## src/logic/ifd_regs.svh

```systemverilog
`ifndef IFD_REGS_SVH
`define IFD_REGS_SVH
// Register byte offsets
`define IFD_OFS_CONFIG   8'h00
`define IFD_OFS_LINES    8'h04
`define IFD_OFS_POSITION 8'h08
`define IFD_OFS_TURNS    8'h0c
`define IFD_OFS_INDEXPOS 8'h10
`define IFD_OFS_STATUS   8'h14
`define IFD_OFS_MASK     8'h18
`define IFD_OFS_INPUTS   8'h1c
// Configuration fields
`define IFD_CFG_TYPE     3:0
`define IFD_CFG_SUPPLY   5:4
`define IFD_CFG_TERM     7:6
`define IFD_CFG_ERRLVL   9:8
`define IFD_CFG_BITS     10
// Status fields
`define IFD_ST_WIREBRK   0
`define IFD_ST_PHASE     1
`define IFD_ST_INDEX     2
`define IFD_ST_BITS      3
// Reset values
`define IFD_RST_CONFIG   10'h000
`define IFD_RST_LINES    16'h0400
`define IFD_RST_MASK     3'h0
// Codes of the selectors
`define IFD_TERM_OFF     2'h0
`define IFD_TERM_PULSE   2'h1
`define IFD_TERM_ALL     2'h2
`define IFD_SUP_5V       2'h0
`define IFD_SUP_8V       2'h1
`define IFD_SUP_15V      2'h2
`define IFD_ERR_NONE     2'h0
`define IFD_ERR_WIRE     2'h1
`define IFD_ERR_PHASE    2'h2
`define IFD_ERR_BOTH     2'h3
`define IFD_UVW_ALLLOW   3'h0
`define IFD_UVW_ALLHIGH  3'h7
`endif

```

## src/logic/ifd_pkg.sv

```systemverilog
package ifd_pkg;
  typedef enum logic [3:0] {
    IFD_QUAD_PLAIN_TYPE         = 4'h0,
    IFD_FREQ_DIR_PLAIN_TYPE     = 4'h1,
    IFD_FWD_REV_PLAIN_TYPE      = 4'h2,
    IFD_QUAD_COMMUTATED_TYPE    = 4'h3,
    IFD_FREQ_DIR_COMMUTATED_TYPE = 4'h4,
    IFD_FWD_REV_COMMUTATED_TYPE = 4'h5,
    IFD_SINCOS_INCREMENTAL_TYPE = 4'h6
  } ifd_fb_type_t;

  typedef enum logic [1:0] {
    IFD_FMT_QUAD,
    IFD_FMT_FREQDIR,
    IFD_FMT_FWDREV,
    IFD_FMT_NONE
  } ifd_format_t;
endpackage

```

## src/logic/ifd_decoder.sv

```systemverilog
//////////////////////////////////////////////////////////////////////////////////////////
//////////////////////////////////////////////////////////////////////////////////////////
`timescale 1ns/1ps
`include "ifd_regs.svh"
module ifd_decoder
  import ifd_pkg::*;
#(
  parameter int LW = 16,
  parameter int PW = 18,
  parameter int TW = 16
) (
  // Clock and reset
  input  wire logic        core_clk,
  input  wire logic        rstn,
  // APB slave
  input  wire logic        psel,
  input  wire logic        penable,
  input  wire logic        pwrite,
  input  wire logic [7:0]  paddr,
  input  wire logic [31:0] pwdata,
  output logic      [31:0] prdata,
  output logic             pready,
  output logic             pslverr,
  // Feedback pins: A or F or clockwise, B or D or counterclockwise, index, commutation
  input  wire logic        chA,
  input  wire logic        chB,
  input  wire logic        chZ,
  input  wire logic        chU,
  input  wire logic        chV,
  input  wire logic        chW,
  // Line receiver open-wire indications
  input  wire logic        brkA,
  input  wire logic        brkB,
  input  wire logic        brkZ,
  // Termination and supply controls
  output logic             termPulseEn,
  output logic             termIndexEn,
  output logic             supply5vEn,
  output logic             supply8vEn,
  output logic             supply15vEn,
  // Interrupt
  output logic             irq
);
  //////////////////////////////////////////////////////////////////////////////////////////
  logic [`IFD_CFG_BITS-1:0] config_q;
  logic [LW-1:0]            linesPerRev;
  logic [PW-1:0]            posInRev;
  logic [TW-1:0]            turns;
  logic [PW-1:0]            indexPos;
  logic [`IFD_ST_BITS-1:0]  status;
  logic [`IFD_ST_BITS-1:0]  mask;
  logic [8:0]               pinSync;
  logic                     sA, sB, sZ, sU, sV, sW, sBrkA, sBrkB, sBrkZ;
  logic                     pA, pB, pZ;
  logic [3:0]               fbType;
  logic [1:0]               termSel;
  logic [1:0]               errLvl;
  logic [1:0]               supplySel;
  ifd_format_t              fmt;
  logic                     isCommutated;
  logic                     isQuadFamilyTerm;
  logic                     stepUp;
  logic                     stepDown;
  logic                     quadIllegal;
  logic                     zRise;
  logic [PW-1:0]            modulus;
  logic [PW-1:0]            next_pos;
  logic                     wrapUp;
  logic                     wrapDown;
  logic                     wireBrkEvt;
  logic                     phaseEvt;
  logic [`IFD_ST_BITS-1:0]  events;
  logic                     apbWrite;
  logic                     apbSetup;
  logic                     addrHit;

  assign fbType    = config_q[`IFD_CFG_TYPE];
  assign supplySel = config_q[`IFD_CFG_SUPPLY];
  assign termSel   = config_q[`IFD_CFG_TERM];
  assign errLvl    = config_q[`IFD_CFG_ERRLVL];

  //////////////////////////////////////////////////////////////////////////////////////////
  // Pin synchronisation
  ifd_sync #(.W(9)) u_sync (
    .core_clk (core_clk),
    .rstn     (rstn),
    .pinIn    ({brkZ, brkB, brkA, chW, chV, chU, chZ, chB, chA}),
    .syncOut  (pinSync)
  );
  assign {sBrkZ, sBrkB, sBrkA, sW, sV, sU, sZ, sB, sA} = pinSync;

  always_ff @(posedge core_clk or negedge rstn) begin
    if (!rstn) begin
      pA <= 1'b0;
      pB <= 1'b0;
      pZ <= 1'b0;
    end else begin
      pA <= sA;
      pB <= sB;
      pZ <= sZ;
    end
  end

  //////////////////////////////////////////////////////////////////////////////////////////
  // Format decode
  always_comb begin
    fmt              = IFD_FMT_NONE;
    isCommutated     = 1'b0;
    isQuadFamilyTerm = 1'b0;
    case (fbType)
      IFD_QUAD_PLAIN_TYPE: begin
        fmt              = IFD_FMT_QUAD;
        isQuadFamilyTerm = 1'b1;
      end
      IFD_QUAD_COMMUTATED_TYPE: begin
        fmt              = IFD_FMT_QUAD;
        isCommutated     = 1'b1;
        isQuadFamilyTerm = 1'b1;
      end
      IFD_SINCOS_INCREMENTAL_TYPE: begin
        fmt = IFD_FMT_QUAD;
      end
      IFD_FREQ_DIR_PLAIN_TYPE: begin
        fmt              = IFD_FMT_FREQDIR;
        isQuadFamilyTerm = 1'b1;
      end
      IFD_FWD_REV_PLAIN_TYPE: begin
        fmt              = IFD_FMT_FWDREV;
        isQuadFamilyTerm = 1'b1;
      end
      IFD_FREQ_DIR_COMMUTATED_TYPE: begin
        fmt              = IFD_FMT_FREQDIR;
        isCommutated     = 1'b1;
        isQuadFamilyTerm = 1'b1;
      end
      IFD_FWD_REV_COMMUTATED_TYPE: begin
        fmt              = IFD_FMT_FWDREV;
        isCommutated     = 1'b1;
        isQuadFamilyTerm = 1'b1;
      end
      default: begin
        fmt = IFD_FMT_NONE;
      end
    endcase
  end

  // Sine and cosine arrive squared by the comparators, so they decode as quadrature
  always_comb begin
    stepUp      = 1'b0;
    stepDown    = 1'b0;
    quadIllegal = 1'b0;
    case (fmt)
      IFD_FMT_QUAD: begin
        quadIllegal = (sA ^ pA) & (sB ^ pB);
        stepUp      = ((sA ^ pA) ^ (sB ^ pB)) & ~(pA ^ sB);
        stepDown    = ((sA ^ pA) ^ (sB ^ pB)) & (pA ^ sB);
      end
      IFD_FMT_FREQDIR: begin
        stepUp   = sA & ~pA & ~sB;
        stepDown = sA & ~pA & sB;
      end
      IFD_FMT_FWDREV: begin
        stepUp   = sA & ~pA & ~(sB & ~pB);
        stepDown = sB & ~pB & ~(sA & ~pA);
      end
      default: begin
        stepUp   = 1'b0;
        stepDown = 1'b0;
      end
    endcase
  end

  //////////////////////////////////////////////////////////////////////////////////////////
  // Position within the revolution
  // Quadrature gives four counts per line; pulse formats count both pulses of a line pair
  assign modulus = (fmt == IFD_FMT_QUAD) ? PW'({linesPerRev, 2'b00})
                                         : PW'({linesPerRev, 1'b0});
  assign wrapUp   = stepUp & (posInRev == modulus - PW'(1));
  assign wrapDown = stepDown & (posInRev == '0);

  always_comb begin
    next_pos = posInRev;
    if (modulus == '0) begin
      next_pos = '0;
    end else if (wrapUp) begin
      next_pos = '0;
    end else if (stepUp) begin
      next_pos = posInRev + PW'(1);
    end else if (wrapDown) begin
      next_pos = modulus - PW'(1);
    end else if (stepDown) begin
      next_pos = posInRev - PW'(1);
    end
  end

  always_ff @(posedge core_clk or negedge rstn) begin
    if (!rstn) begin
      posInRev <= '0;
      turns    <= '0;
    end else begin
      posInRev <= next_pos;
      if (modulus != '0 && wrapUp) begin
        turns <= turns + TW'(1);
      end else if (modulus != '0 && wrapDown) begin
        turns <= turns - TW'(1);
      end
    end
  end

  assign zRise = sZ & ~pZ & (fmt != IFD_FMT_NONE);

  always_ff @(posedge core_clk or negedge rstn) begin
    if (!rstn) begin
      indexPos <= '0;
    end else if (zRise) begin
      indexPos <= posInRev;
    end
  end

  //////////////////////////////////////////////////////////////////////////////////////////
  // Termination and supply
  always_comb begin
    termPulseEn = 1'b0;
    termIndexEn = 1'b0;
    if (isQuadFamilyTerm) begin
      case (termSel)
        `IFD_TERM_PULSE: begin
          termPulseEn = 1'b1;
        end
        `IFD_TERM_ALL: begin
          termPulseEn = 1'b1;
          termIndexEn = 1'b1;
        end
        default: begin
          termPulseEn = 1'b0;
        end
      endcase
    end
  end

  // An unused supply code leaves every rail off rather than guess a voltage
  assign supply5vEn  = (supplySel == `IFD_SUP_5V);
  assign supply8vEn  = (supplySel == `IFD_SUP_8V);
  assign supply15vEn = (supplySel == `IFD_SUP_15V);

  //////////////////////////////////////////////////////////////////////////////////////////
  // Fault detection; an open line can only be seen across its terminating resistor
  assign wireBrkEvt = (errLvl == `IFD_ERR_WIRE || errLvl == `IFD_ERR_BOTH)
                      & (fmt != IFD_FMT_NONE)
                      & ((termPulseEn & (sBrkA | sBrkB))
                         | (termIndexEn & sBrkZ));
  assign phaseEvt   = (errLvl == `IFD_ERR_PHASE || errLvl == `IFD_ERR_BOTH)
                      & isCommutated
                      & (({sU, sV, sW} == `IFD_UVW_ALLLOW)
                         | ({sU, sV, sW} == `IFD_UVW_ALLHIGH)
                         | quadIllegal);
  assign events = {zRise, phaseEvt, wireBrkEvt};

  //////////////////////////////////////////////////////////////////////////////////////////
  // APB slave, zero wait states
  assign pready   = 1'b1;
  assign apbSetup = psel & ~penable;
  assign apbWrite = psel & penable & pwrite;
  assign addrHit  = (paddr[1:0] == 2'b00) && (paddr <= `IFD_OFS_INPUTS);
  assign pslverr  = psel & penable & ~addrHit;

  always_ff @(posedge core_clk or negedge rstn) begin
    if (!rstn) begin
      config_q    <= `IFD_RST_CONFIG;
      linesPerRev <= `IFD_RST_LINES;
      mask        <= `IFD_RST_MASK;
    end else if (apbWrite) begin
      case (paddr)
        `IFD_OFS_CONFIG: config_q    <= pwdata[`IFD_CFG_BITS-1:0];
        `IFD_OFS_LINES:  linesPerRev <= pwdata[LW-1:0];
        `IFD_OFS_MASK:   mask        <= pwdata[`IFD_ST_BITS-1:0];
        default:         mask        <= mask;
      endcase
    end
  end

  // A fault in the same cycle as its clear stays recorded
  always_ff @(posedge core_clk or negedge rstn) begin
    if (!rstn) begin
      status <= '0;
    end else if (apbWrite && paddr == `IFD_OFS_STATUS) begin
      status <= (status & ~pwdata[`IFD_ST_BITS-1:0]) | events;
    end else begin
      status <= status | events;
    end
  end

  always_ff @(posedge core_clk or negedge rstn) begin
    if (!rstn) begin
      prdata <= '0;
    end else if (apbSetup && !pwrite) begin
      case (paddr)
        `IFD_OFS_CONFIG:   prdata <= 32'(config_q);
        `IFD_OFS_LINES:    prdata <= 32'(linesPerRev);
        `IFD_OFS_POSITION: prdata <= 32'(posInRev);
        `IFD_OFS_TURNS:    prdata <= 32'(turns);
        `IFD_OFS_INDEXPOS: prdata <= 32'(indexPos);
        `IFD_OFS_STATUS:   prdata <= 32'(status);
        `IFD_OFS_MASK:     prdata <= 32'(mask);
        `IFD_OFS_INPUTS:   prdata <= 32'({sBrkZ, sBrkB, sBrkA, sW, sV, sU, sZ, sB, sA});
        default:           prdata <= 32'h0000_0000;
      endcase
    end
  end

  assign irq = |(status & mask);

  //////////////////////////////////////////////////////////////////////////////////////////
  // Checks
  a_quad_count_up: assert property (@(posedge core_clk) disable iff (!rstn)
    (fmt == IFD_FMT_QUAD && stepUp && !wrapUp && modulus != '0)
      |=> posInRev == $past(posInRev) + PW'(1))
    else $error("quadrature step up did not advance position");

  a_pulse_count_down: assert property (@(posedge core_clk) disable iff (!rstn)
    (fmt == IFD_FMT_FREQDIR && sA && !pA && sB && posInRev != '0 && modulus != '0)
      |=> posInRev == $past(posInRev) - PW'(1))
    else $error("direction pulse did not count down");

  a_pulse_modulus: assert property (@(posedge core_clk) disable iff (!rstn)
    (fmt == IFD_FMT_FWDREV) |-> modulus == PW'({linesPerRev, 1'b0}))
    else $error("pulse format modulus not twice lines");

  a_term_decode: assert property (@(posedge core_clk) disable iff (!rstn)
    (isQuadFamilyTerm && termSel == `IFD_TERM_PULSE) |-> termPulseEn && !termIndexEn)
    else $error("termination code 1 decoded wrongly");

  a_sincos_noterm: assert property (@(posedge core_clk) disable iff (!rstn)
    (fbType == IFD_SINCOS_INCREMENTAL_TYPE) |-> !termPulseEn && !termIndexEn)
    else $error("termination driven for sine cosine type");

  a_level0_quiet: assert property (@(posedge core_clk) disable iff (!rstn)
    (errLvl == `IFD_ERR_NONE && !(apbWrite && paddr == `IFD_OFS_CONFIG))
      |=> $stable(status[`IFD_ST_PHASE:`IFD_ST_WIREBRK]) || $fell(status[`IFD_ST_WIREBRK])
          || $fell(status[`IFD_ST_PHASE]))
    else $error("fault flagged with detection disabled");

  a_wire_flag: assert property (@(posedge core_clk) disable iff (!rstn)
    (errLvl == `IFD_ERR_WIRE && fmt != IFD_FMT_NONE && termPulseEn && sBrkA)
      |=> status[`IFD_ST_WIREBRK])
    else $error("broken pulse wire not flagged");

  a_phase_only: assert property (@(posedge core_clk) disable iff (!rstn)
    (errLvl == `IFD_ERR_PHASE) |-> !wireBrkEvt)
    else $error("wire break checked at phase-only level");

  a_phase_commut: assert property (@(posedge core_clk) disable iff (!rstn)
    (phaseEvt) |-> isCommutated && errLvl[1])
    else $error("phase check on uncommutated type");

  a_term_needed: assert property (@(posedge core_clk) disable iff (!rstn)
    (wireBrkEvt) |-> termPulseEn)
    else $error("wire break seen without termination");

  a_supply_decode: assert property (@(posedge core_clk) disable iff (!rstn)
    $onehot0({supply5vEn, supply8vEn, supply15vEn})
      && (supplySel == `IFD_SUP_8V) == supply8vEn)
    else $error("supply select decoded wrongly");

  a_fault_sticky: assert property (@(posedge core_clk) disable iff (!rstn)
    (status[`IFD_ST_WIREBRK] && !(apbWrite && paddr == `IFD_OFS_STATUS))
      |=> status[`IFD_ST_WIREBRK])
    else $error("wire break flag dropped without a clear");
endmodule // ifd_decoder

```

## src/logic/ifd_sync.sv

```systemverilog
`timescale 1ns/1ps
// Three-stage pin synchroniser; a change is accepted once stages two and three agree
module ifd_sync #(
  parameter int W = 1
) (
  // Clock and reset
  input  wire logic         core_clk,
  input  wire logic         rstn,
  // Data
  input  wire logic [W-1:0] pinIn,
  output logic      [W-1:0] syncOut
);
  logic [W-1:0] stage1;
  logic [W-1:0] stage2;
  logic [W-1:0] stage3;

  always_ff @(posedge core_clk or negedge rstn) begin
    if (!rstn) begin
      stage1 <= '0;
      stage2 <= '0;
      stage3 <= '0;
    end else begin
      stage1 <= pinIn;
      stage2 <= stage1;
      stage3 <= stage2;
    end
  end

  // Bitwise agreement filters a single metastable resolution glitch
  always_ff @(posedge core_clk or negedge rstn) begin
    if (!rstn) begin
      syncOut <= '0;
    end else begin
      syncOut <= (stage2 & stage3) | (syncOut & (stage2 ^ stage3));
    end
  end
endmodule // ifd_sync

```

## config.mk

```make
export PLATFORM = sky130hd
export DESIGN_NAME = ifd_decoder
export DESIGN_NICKNAME = d
export VERILOG_FILES = /design/src/logic/ifd_pkg.sv /design/src/logic/ifd_decoder.sv /design/src/logic/ifd_sync.sv
export VERILOG_INCLUDE_DIRS = /design/src /design/src/logic
export SDC_FILE = /design/constraint.sdc
export NUM_CORES = 1
export LEC_CHECK = 0
export BUFFER_PORTS_ARGS = -buffer_cell sky130_fd_sc_hd__buf_2
export CORE_ASPECT_RATIO = 1.5
export CORE_MARGIN = 3
export CORE_UTILIZATION = 60
export CTS_CLUSTER_SIZE = 24
export DETAILED_ROUTE_END_ITERATION = 10
export PLACE_DENSITY = 0.81
export REMOVE_ABC_BUFFERS = 1
export SYNTH_ARGS = -nofsm -noshare
export SYNTH_HDL_FRONTEND = slang
export SYNTH_SLANG_ARGS = --single-unit
```

## constraint.sdc

```tcl
create_clock -name core_clk -period 11 [get_ports core_clk]
set_clock_uncertainty 0.1 [all_clocks]
set_input_delay 1.65 -clock core_clk [delete_from_list [all_inputs] [get_ports core_clk]]
set_output_delay 1.65 -clock core_clk [all_outputs]
set_load 0.005 [all_outputs]
```

### Word-level counts from Yosys, hierarchy flattened

Cells that the tools add are included.
W data, S select, Z words.

* input port bits: 54
* bits in registers: 155
* output and inout bits: 40

* reduce and logical (&&, ||, !) cells: 29
* order comparisons: 1
* bitwise operators: 49
* add/subtract/negate cells: 5
* muxes and demuxes: 20
* equality and inequality tests: 25

Operator list (number)
* $pmux W18 S8: 1
* $mux W18: 6
* $logic_not A18 Y1: 2
* $sub A18 B1 Y18 const B: 2
* $eq A8 B5 Y1 const B: 4
* $mux W16: 2
* $and A1 B1 Y1: 23
* $add A18 B1 Y18 const B: 1
* $and A9 B9 Y9: 2
* $eq A18 B18 Y1: 1
* $reduce_bool A18 Y1: 1
* $add A16 B1 Y16 const B: 1
* $eq A8 B4 Y1 const B: 2
* $sub A16 B1 Y16 const B: 1
* $eq A4 B3 Y1 const B: 3
* $eq A2 B2 Y1 const B: 5
* $not A1 Y1: 9
* $or A9 B9 Y9: 1
* $reduce_or A3 Y1: 3
* $xor A9 B9 Y9: 1
* $eq A2 B1 Y1 const B: 4
* $eq A4 B2 Y1 const B: 2
* $eq A8 B3 Y1 const B: 1
* $le A8 B5 Y1 const B: 1
* other kinds (24): 50

### Longest topological paths before layout

* depth in word-level cells: 10
* depth in mapped cells: 36

### By module

A second synthesis with hierarchy kept.

* cells, all modules: 912
* area total of the unflattened synthesis: 8821.0 µm²

Modules (own cells, without submodules)
* ifd_decoder: cells each 858, area each 7739.9 µm², times used 1
* ifd_sync: cells each 54, area each 1081.0 µm², times used 1

### Worst setup path after synthesis

Ideal clock, no wire load.

* kind: flip-flop to flip-flop
* start: reg config_q[1]
* end: reg turns[15]
* path buffers: 6
* setup slack: 3274 ps
* data arrival time: 7503 ps
* stages on the path, launching flop included: 36
* clock period less this slack: 7726 ps
* required time: 10777 ps
* cell sequence: dfrtp_1 -> clkbuf_1 -> nand3b_1 -> a21oi_1 -> inv_1 -> ha_1 -> inv_1 -> o32a_1 -> clkbuf_1 -> buf_2 -> buf_2 -> nor2_1 -> a21oi_1 -> ha_1 -> or4b_1 -> or2_4 -> a211o_1 -> nor3_1 -> o211ai_1 -> xor2_1 -> or3_1 -> or3_1 -> buf_2 -> clkbuf_1 -> nand2b_1 -> ha_1 -> a21o_1 -> a21oi_1 -> nor2b_1 -> o41ai_1 -> o31ai_1 -> o221a_2 -> a31oi_1 -> o211a_1 -> o21ai_1 -> xnor2_1

* word-level cells in the longest chain between the ends: 10
* elaborated cells on any way between the ends: 26
* those cells by class: 1 x add/sub; 9 x eq/ne; 5 x mux; 2 x bitwise; 9 x reduce/logical

RTL lines
* start, declared: line ifd_decoder.sv:45 `` logic [`IFD_CFG_BITS-1:0] config_q; ``
* start signal, assigned: line ifd_decoder.sv:269 `` config_q <= `IFD_RST_CONFIG; ``
* start signal, assigned: line ifd_decoder.sv:274 `` `IFD_OFS_CONFIG: config_q <= pwdata[`IFD_CFG_BITS-1:0]; ``
* $eq A4 B3 Y1 (tied with other cells): line ifd_decoder.sv:110 `case (fbType)`
* $reduce_or A3 Y1 (no line) / $reduce_or A2 Y1 (equally long branches)
* $pmux W2 S3 (*): line ifd_decoder.sv:110
* $logic_not A2 Y1: line ifd_decoder.sv:152, ifd_decoder.sv:176
* $mux W18: line ifd_decoder.sv:176 `assign modulus = (fmt == IFD_FMT_QUAD) ? PW'({linesPerRev, 2'b00})`
* $sub A18 B1 Y18: line ifd_decoder.sv:178 `assign wrapUp = stepUp & (posInRev == modulus - PW'(1));`
* $eq A18 B18 Y1: line ifd_decoder.sv:178
* $and A1 B1 Y1: line ifd_decoder.sv:178
* $logic_and A1 B1 Y1: line ifd_decoder.sv:202 `if (modulus != '0 && wrapUp) begin`
* $mux W16 / $reduce_bool A2 Y1 (equally long branches)
* end signal, assigned: line ifd_decoder.sv:203 `turns <= turns + TW'(1);`
* end signal, assigned: line ifd_decoder.sv:205 `turns <= turns - TW'(1);`
* end, declared: line ifd_decoder.sv:48 `logic [TW-1:0] turns;`

Every way passes the cells marked *; elsewhere a longest branch is shown, timed or not.
A chain may end at the register's enable or synchronous reset.

### Final worst setup path

Ends and elaborated chain as after synthesis.

==> metrics.yaml <==
outcome: "complete, no violations"
worstMarginPinSlew_ns: 1.33
first_pass_iters: 5
antenna_cells: 0
final-hold-violation-count: 0
routed_via_density: 6.64
numPortBuffers: 62
wl_um: 23200
finalSetupViolations: 0
num_rows: 53
die_x_um: 105
worstSetupStartpoint: "config_q[1]"
synth-xor-area-share_pct: 3.80
layout-drive-gt1-share_pct: 18.9
synth-adder-area-share_pct: 5.37
reg2reg_depth: 30
grt_pass1_vias: 7396
endpoint: "turns[15]"
fin_crit_ns: 8.22
wl_per_cell_um: 20.4
cts_buffers: 17
synth_warnings: 0
syn_to_final_growth_pct: 9.92
start_kind: "flip-flop"
routed.top_layer: "met4"
cts_root_buf: "clkbuf_16"
rsz0062_at_grt: "no"
initial_core_util_pct: 61.7
rrSetupSlack_ns: 2.78
dp_hpwl_um: 16100
die_area_um2: 16100
io_pins: 94
syn_inst: 915
route.vias.total: 7560
drtIter0Drc: 604
final_cell_mix: "140 x dfrtp_1, 77 x nand2_1, 65 x nor2_1, 61 x buf_2, 51 x mux2_2"
clockBufferDepth: 2
grt_usage_pct: 29.4
cts_sinks: 141
synth_compound_area_share_pct: 19.2
cp.buffers_inverters: 3
crit_family: "compound AO/OA/AOI/OAI gates"
synthesis.area_um2: 8760
wl_met1_um: 8550
relSlewSlack_pct: 11.1
drcViolationCount: 0
synth.distinct_cells: 78
tns_ns: 0
slew_viol_final: 0
r2r-start: "config_q[1]"
wl_met3_um: 1720
place.gp.congestion: 0.939
core-area_um2: 14200
worstPathArrival_ns: 8.43
grt_max_degree: 82
crit_path_top_delay_cell: "nand2b_1"
fillers: 1140
grt_overflow: 0
cts_hold_buf: 0
ys_seq_elements: 141
avgSynthCellArea_um2: 9.58
clock_latency_ns: 0.42
fin_cells: 1139
synth_top_family_by_area: "compound AO/OA/AOI/OAI gates"
critPathMaxStageDelay_ns: 0.55
max_cap_viol_count: 0
synth-seq-area-share_pct: 40.3
synth_edf_count: 0
final_common_cell: "dfrtp_1"
grt_pass1_wl_um: 37500
synthMuxAreaShare_pct: 9.81
antenna_found_initial: 0
holdWs_ns: 0.245
ctsResizeCount: 0
async_reset_ff_share_pct: 100
hold_class: "flip-flop to flip-flop"
p_per_area_nw_per_um2: 211
p_sw_uw: 753
nNetsFinal: 1025
htree_levels: 4
endpoint_kind: "flip-flop"
peakVddDrop_mv: 0.138
period_share_pct: 74.7
die-height_um: 154
p_comb_share_pct: 36.6
p_clk_share_pct: 28.3
cp_max_fo: 27
seqPwrFrac_pct: 35.1
postCtsSetupRepairBufs: 0
path_clk_slew_ns: 0.07
dpl.cell_count: 1107
internal-power_mw: 1.28
synth-simple-area-share_pct: 15.8
critPathKind: "flip-flop to flip-flop"
ant_nets: 0
cts_tree: "built"
p_leak_nw: 4.35
reg2reg_to: "turns[15]"
met2_length_um: 11500
synth-main-ff-cell: "dfrtp_1"
netSwitchingFraction_pct: 37.0
fmax_mhz: 122
required_ns: 11.21
cp.depth: 30
==> routing by layer <==
layer  vias to the layer above  track usage (%)
met5                         -                0
met3                       104             4.28
li1                       3390                -
met4                         0             19.6
met1                      3679             34.5
met2                       387             49.8
==> cell type report <==
| class | count | area [um^2] | share of cell area (%) |
|---|---|---|---|
| flip-flops and latches | 141 | 3530 | 36.6 |
| clock inverters | 12 | 139 | 1.44 |
| well taps | 192 | 240 | 2.49 |
| clock buffers | 20 | 447 | 4.64 |
| repair buffers | 70 | 377 | 3.91 |
| inverters | 26 | 97.6 | 1.01 |
| multi-input cells | 678 | 4800 | 49.9 |
==> cells in the mapped netlist (9+ instances only) <==
master,instances,area (um^2)
nand3_1,26,130
buf_4,16,120
nor4_1,9,56.3
nor2b_1,9,56.3
xor2_1,15,131
ha_1,36,450
nor3_1,19,95.1
and3_1,13,81.3
a31oi_1,36,225
o211ai_1,12,90.1
a211oi_1,9,67.6
inv_1,26,97.6
clkbuf_1,53,199
dfrtp_1,140,3500
a21o_1,17,128
mux2i_1,12,120
nor2_1,65,244
nand4_1,13,81.3
nand2_1,77,289
a22oi_1,29,218
mux2_2,51,574
or3_1,14,87.6
a21oi_1,35,175
o21ai_0,26,130
xnor2_1,23,201
==> state kept, by name (all words and copies together) (netlist names), 10 cells and up <==
register,count
config_q,10
indexPos,18
linesPerRev,16
posInRev,18
prdata,18
turns,16
==> per-stage QoR <==
stage	total power, mW	cell area (um^2)	setup slack, ns	util [%]
after CTS	2.03	9630	2.93	67.9
after global placement	1.42	9050	3.22	63.7
after floorplan	1.25	8410	3.50	-
final	2.03	9630	2.78	67.9
after detailed placement	1.44	9050	2.97	63.7
after global routing	2.16	9630	2.30	67.9
==> cells by family after synthesis <==
family          Yosys count
simple gates            280
fa+ha+maj                37
xor+xnor                 38
other cells               2
flops                   141
compound gates          235
mux                      73
buf+inv                 109
==> worst min-delay path by stage <==
stage          cells after the start              from                to  slack (ns)
4_1_cts                            0  u_sync.stage1[0]  u_sync.stage2[0]        0.25
2_1_floorplan                      0  u_sync.stage1[0]  u_sync.stage2[0]        0.23
3_5_place_dp                       0  u_sync.stage1[0]  u_sync.stage2[0]        0.23
3_3_place_gp                       0  u_sync.stage1[4]  u_sync.stage2[4]        0.23
5_1_grt                            0  u_sync.stage1[0]  u_sync.stage2[0]        0.25
6_report                           0  u_sync.stage1[0]  u_sync.stage2[0]        0.25
==> power by group through the flow <==
stage / combinational (mW) / clock, mW / sequential, mW
final: 0.744 / 0.577 / 0.714
after floorplan: 0.574 / 0 / 0.675
after detailed placement: 0.727 / 0 / 0.717
after global placement: 0.705 / 0 / 0.713
after CTS: 0.736 / 0.580 / 0.710
after global routing: 0.827 / 0.605 / 0.724
No activity file was read; power rests on OpenSTA's default activity.
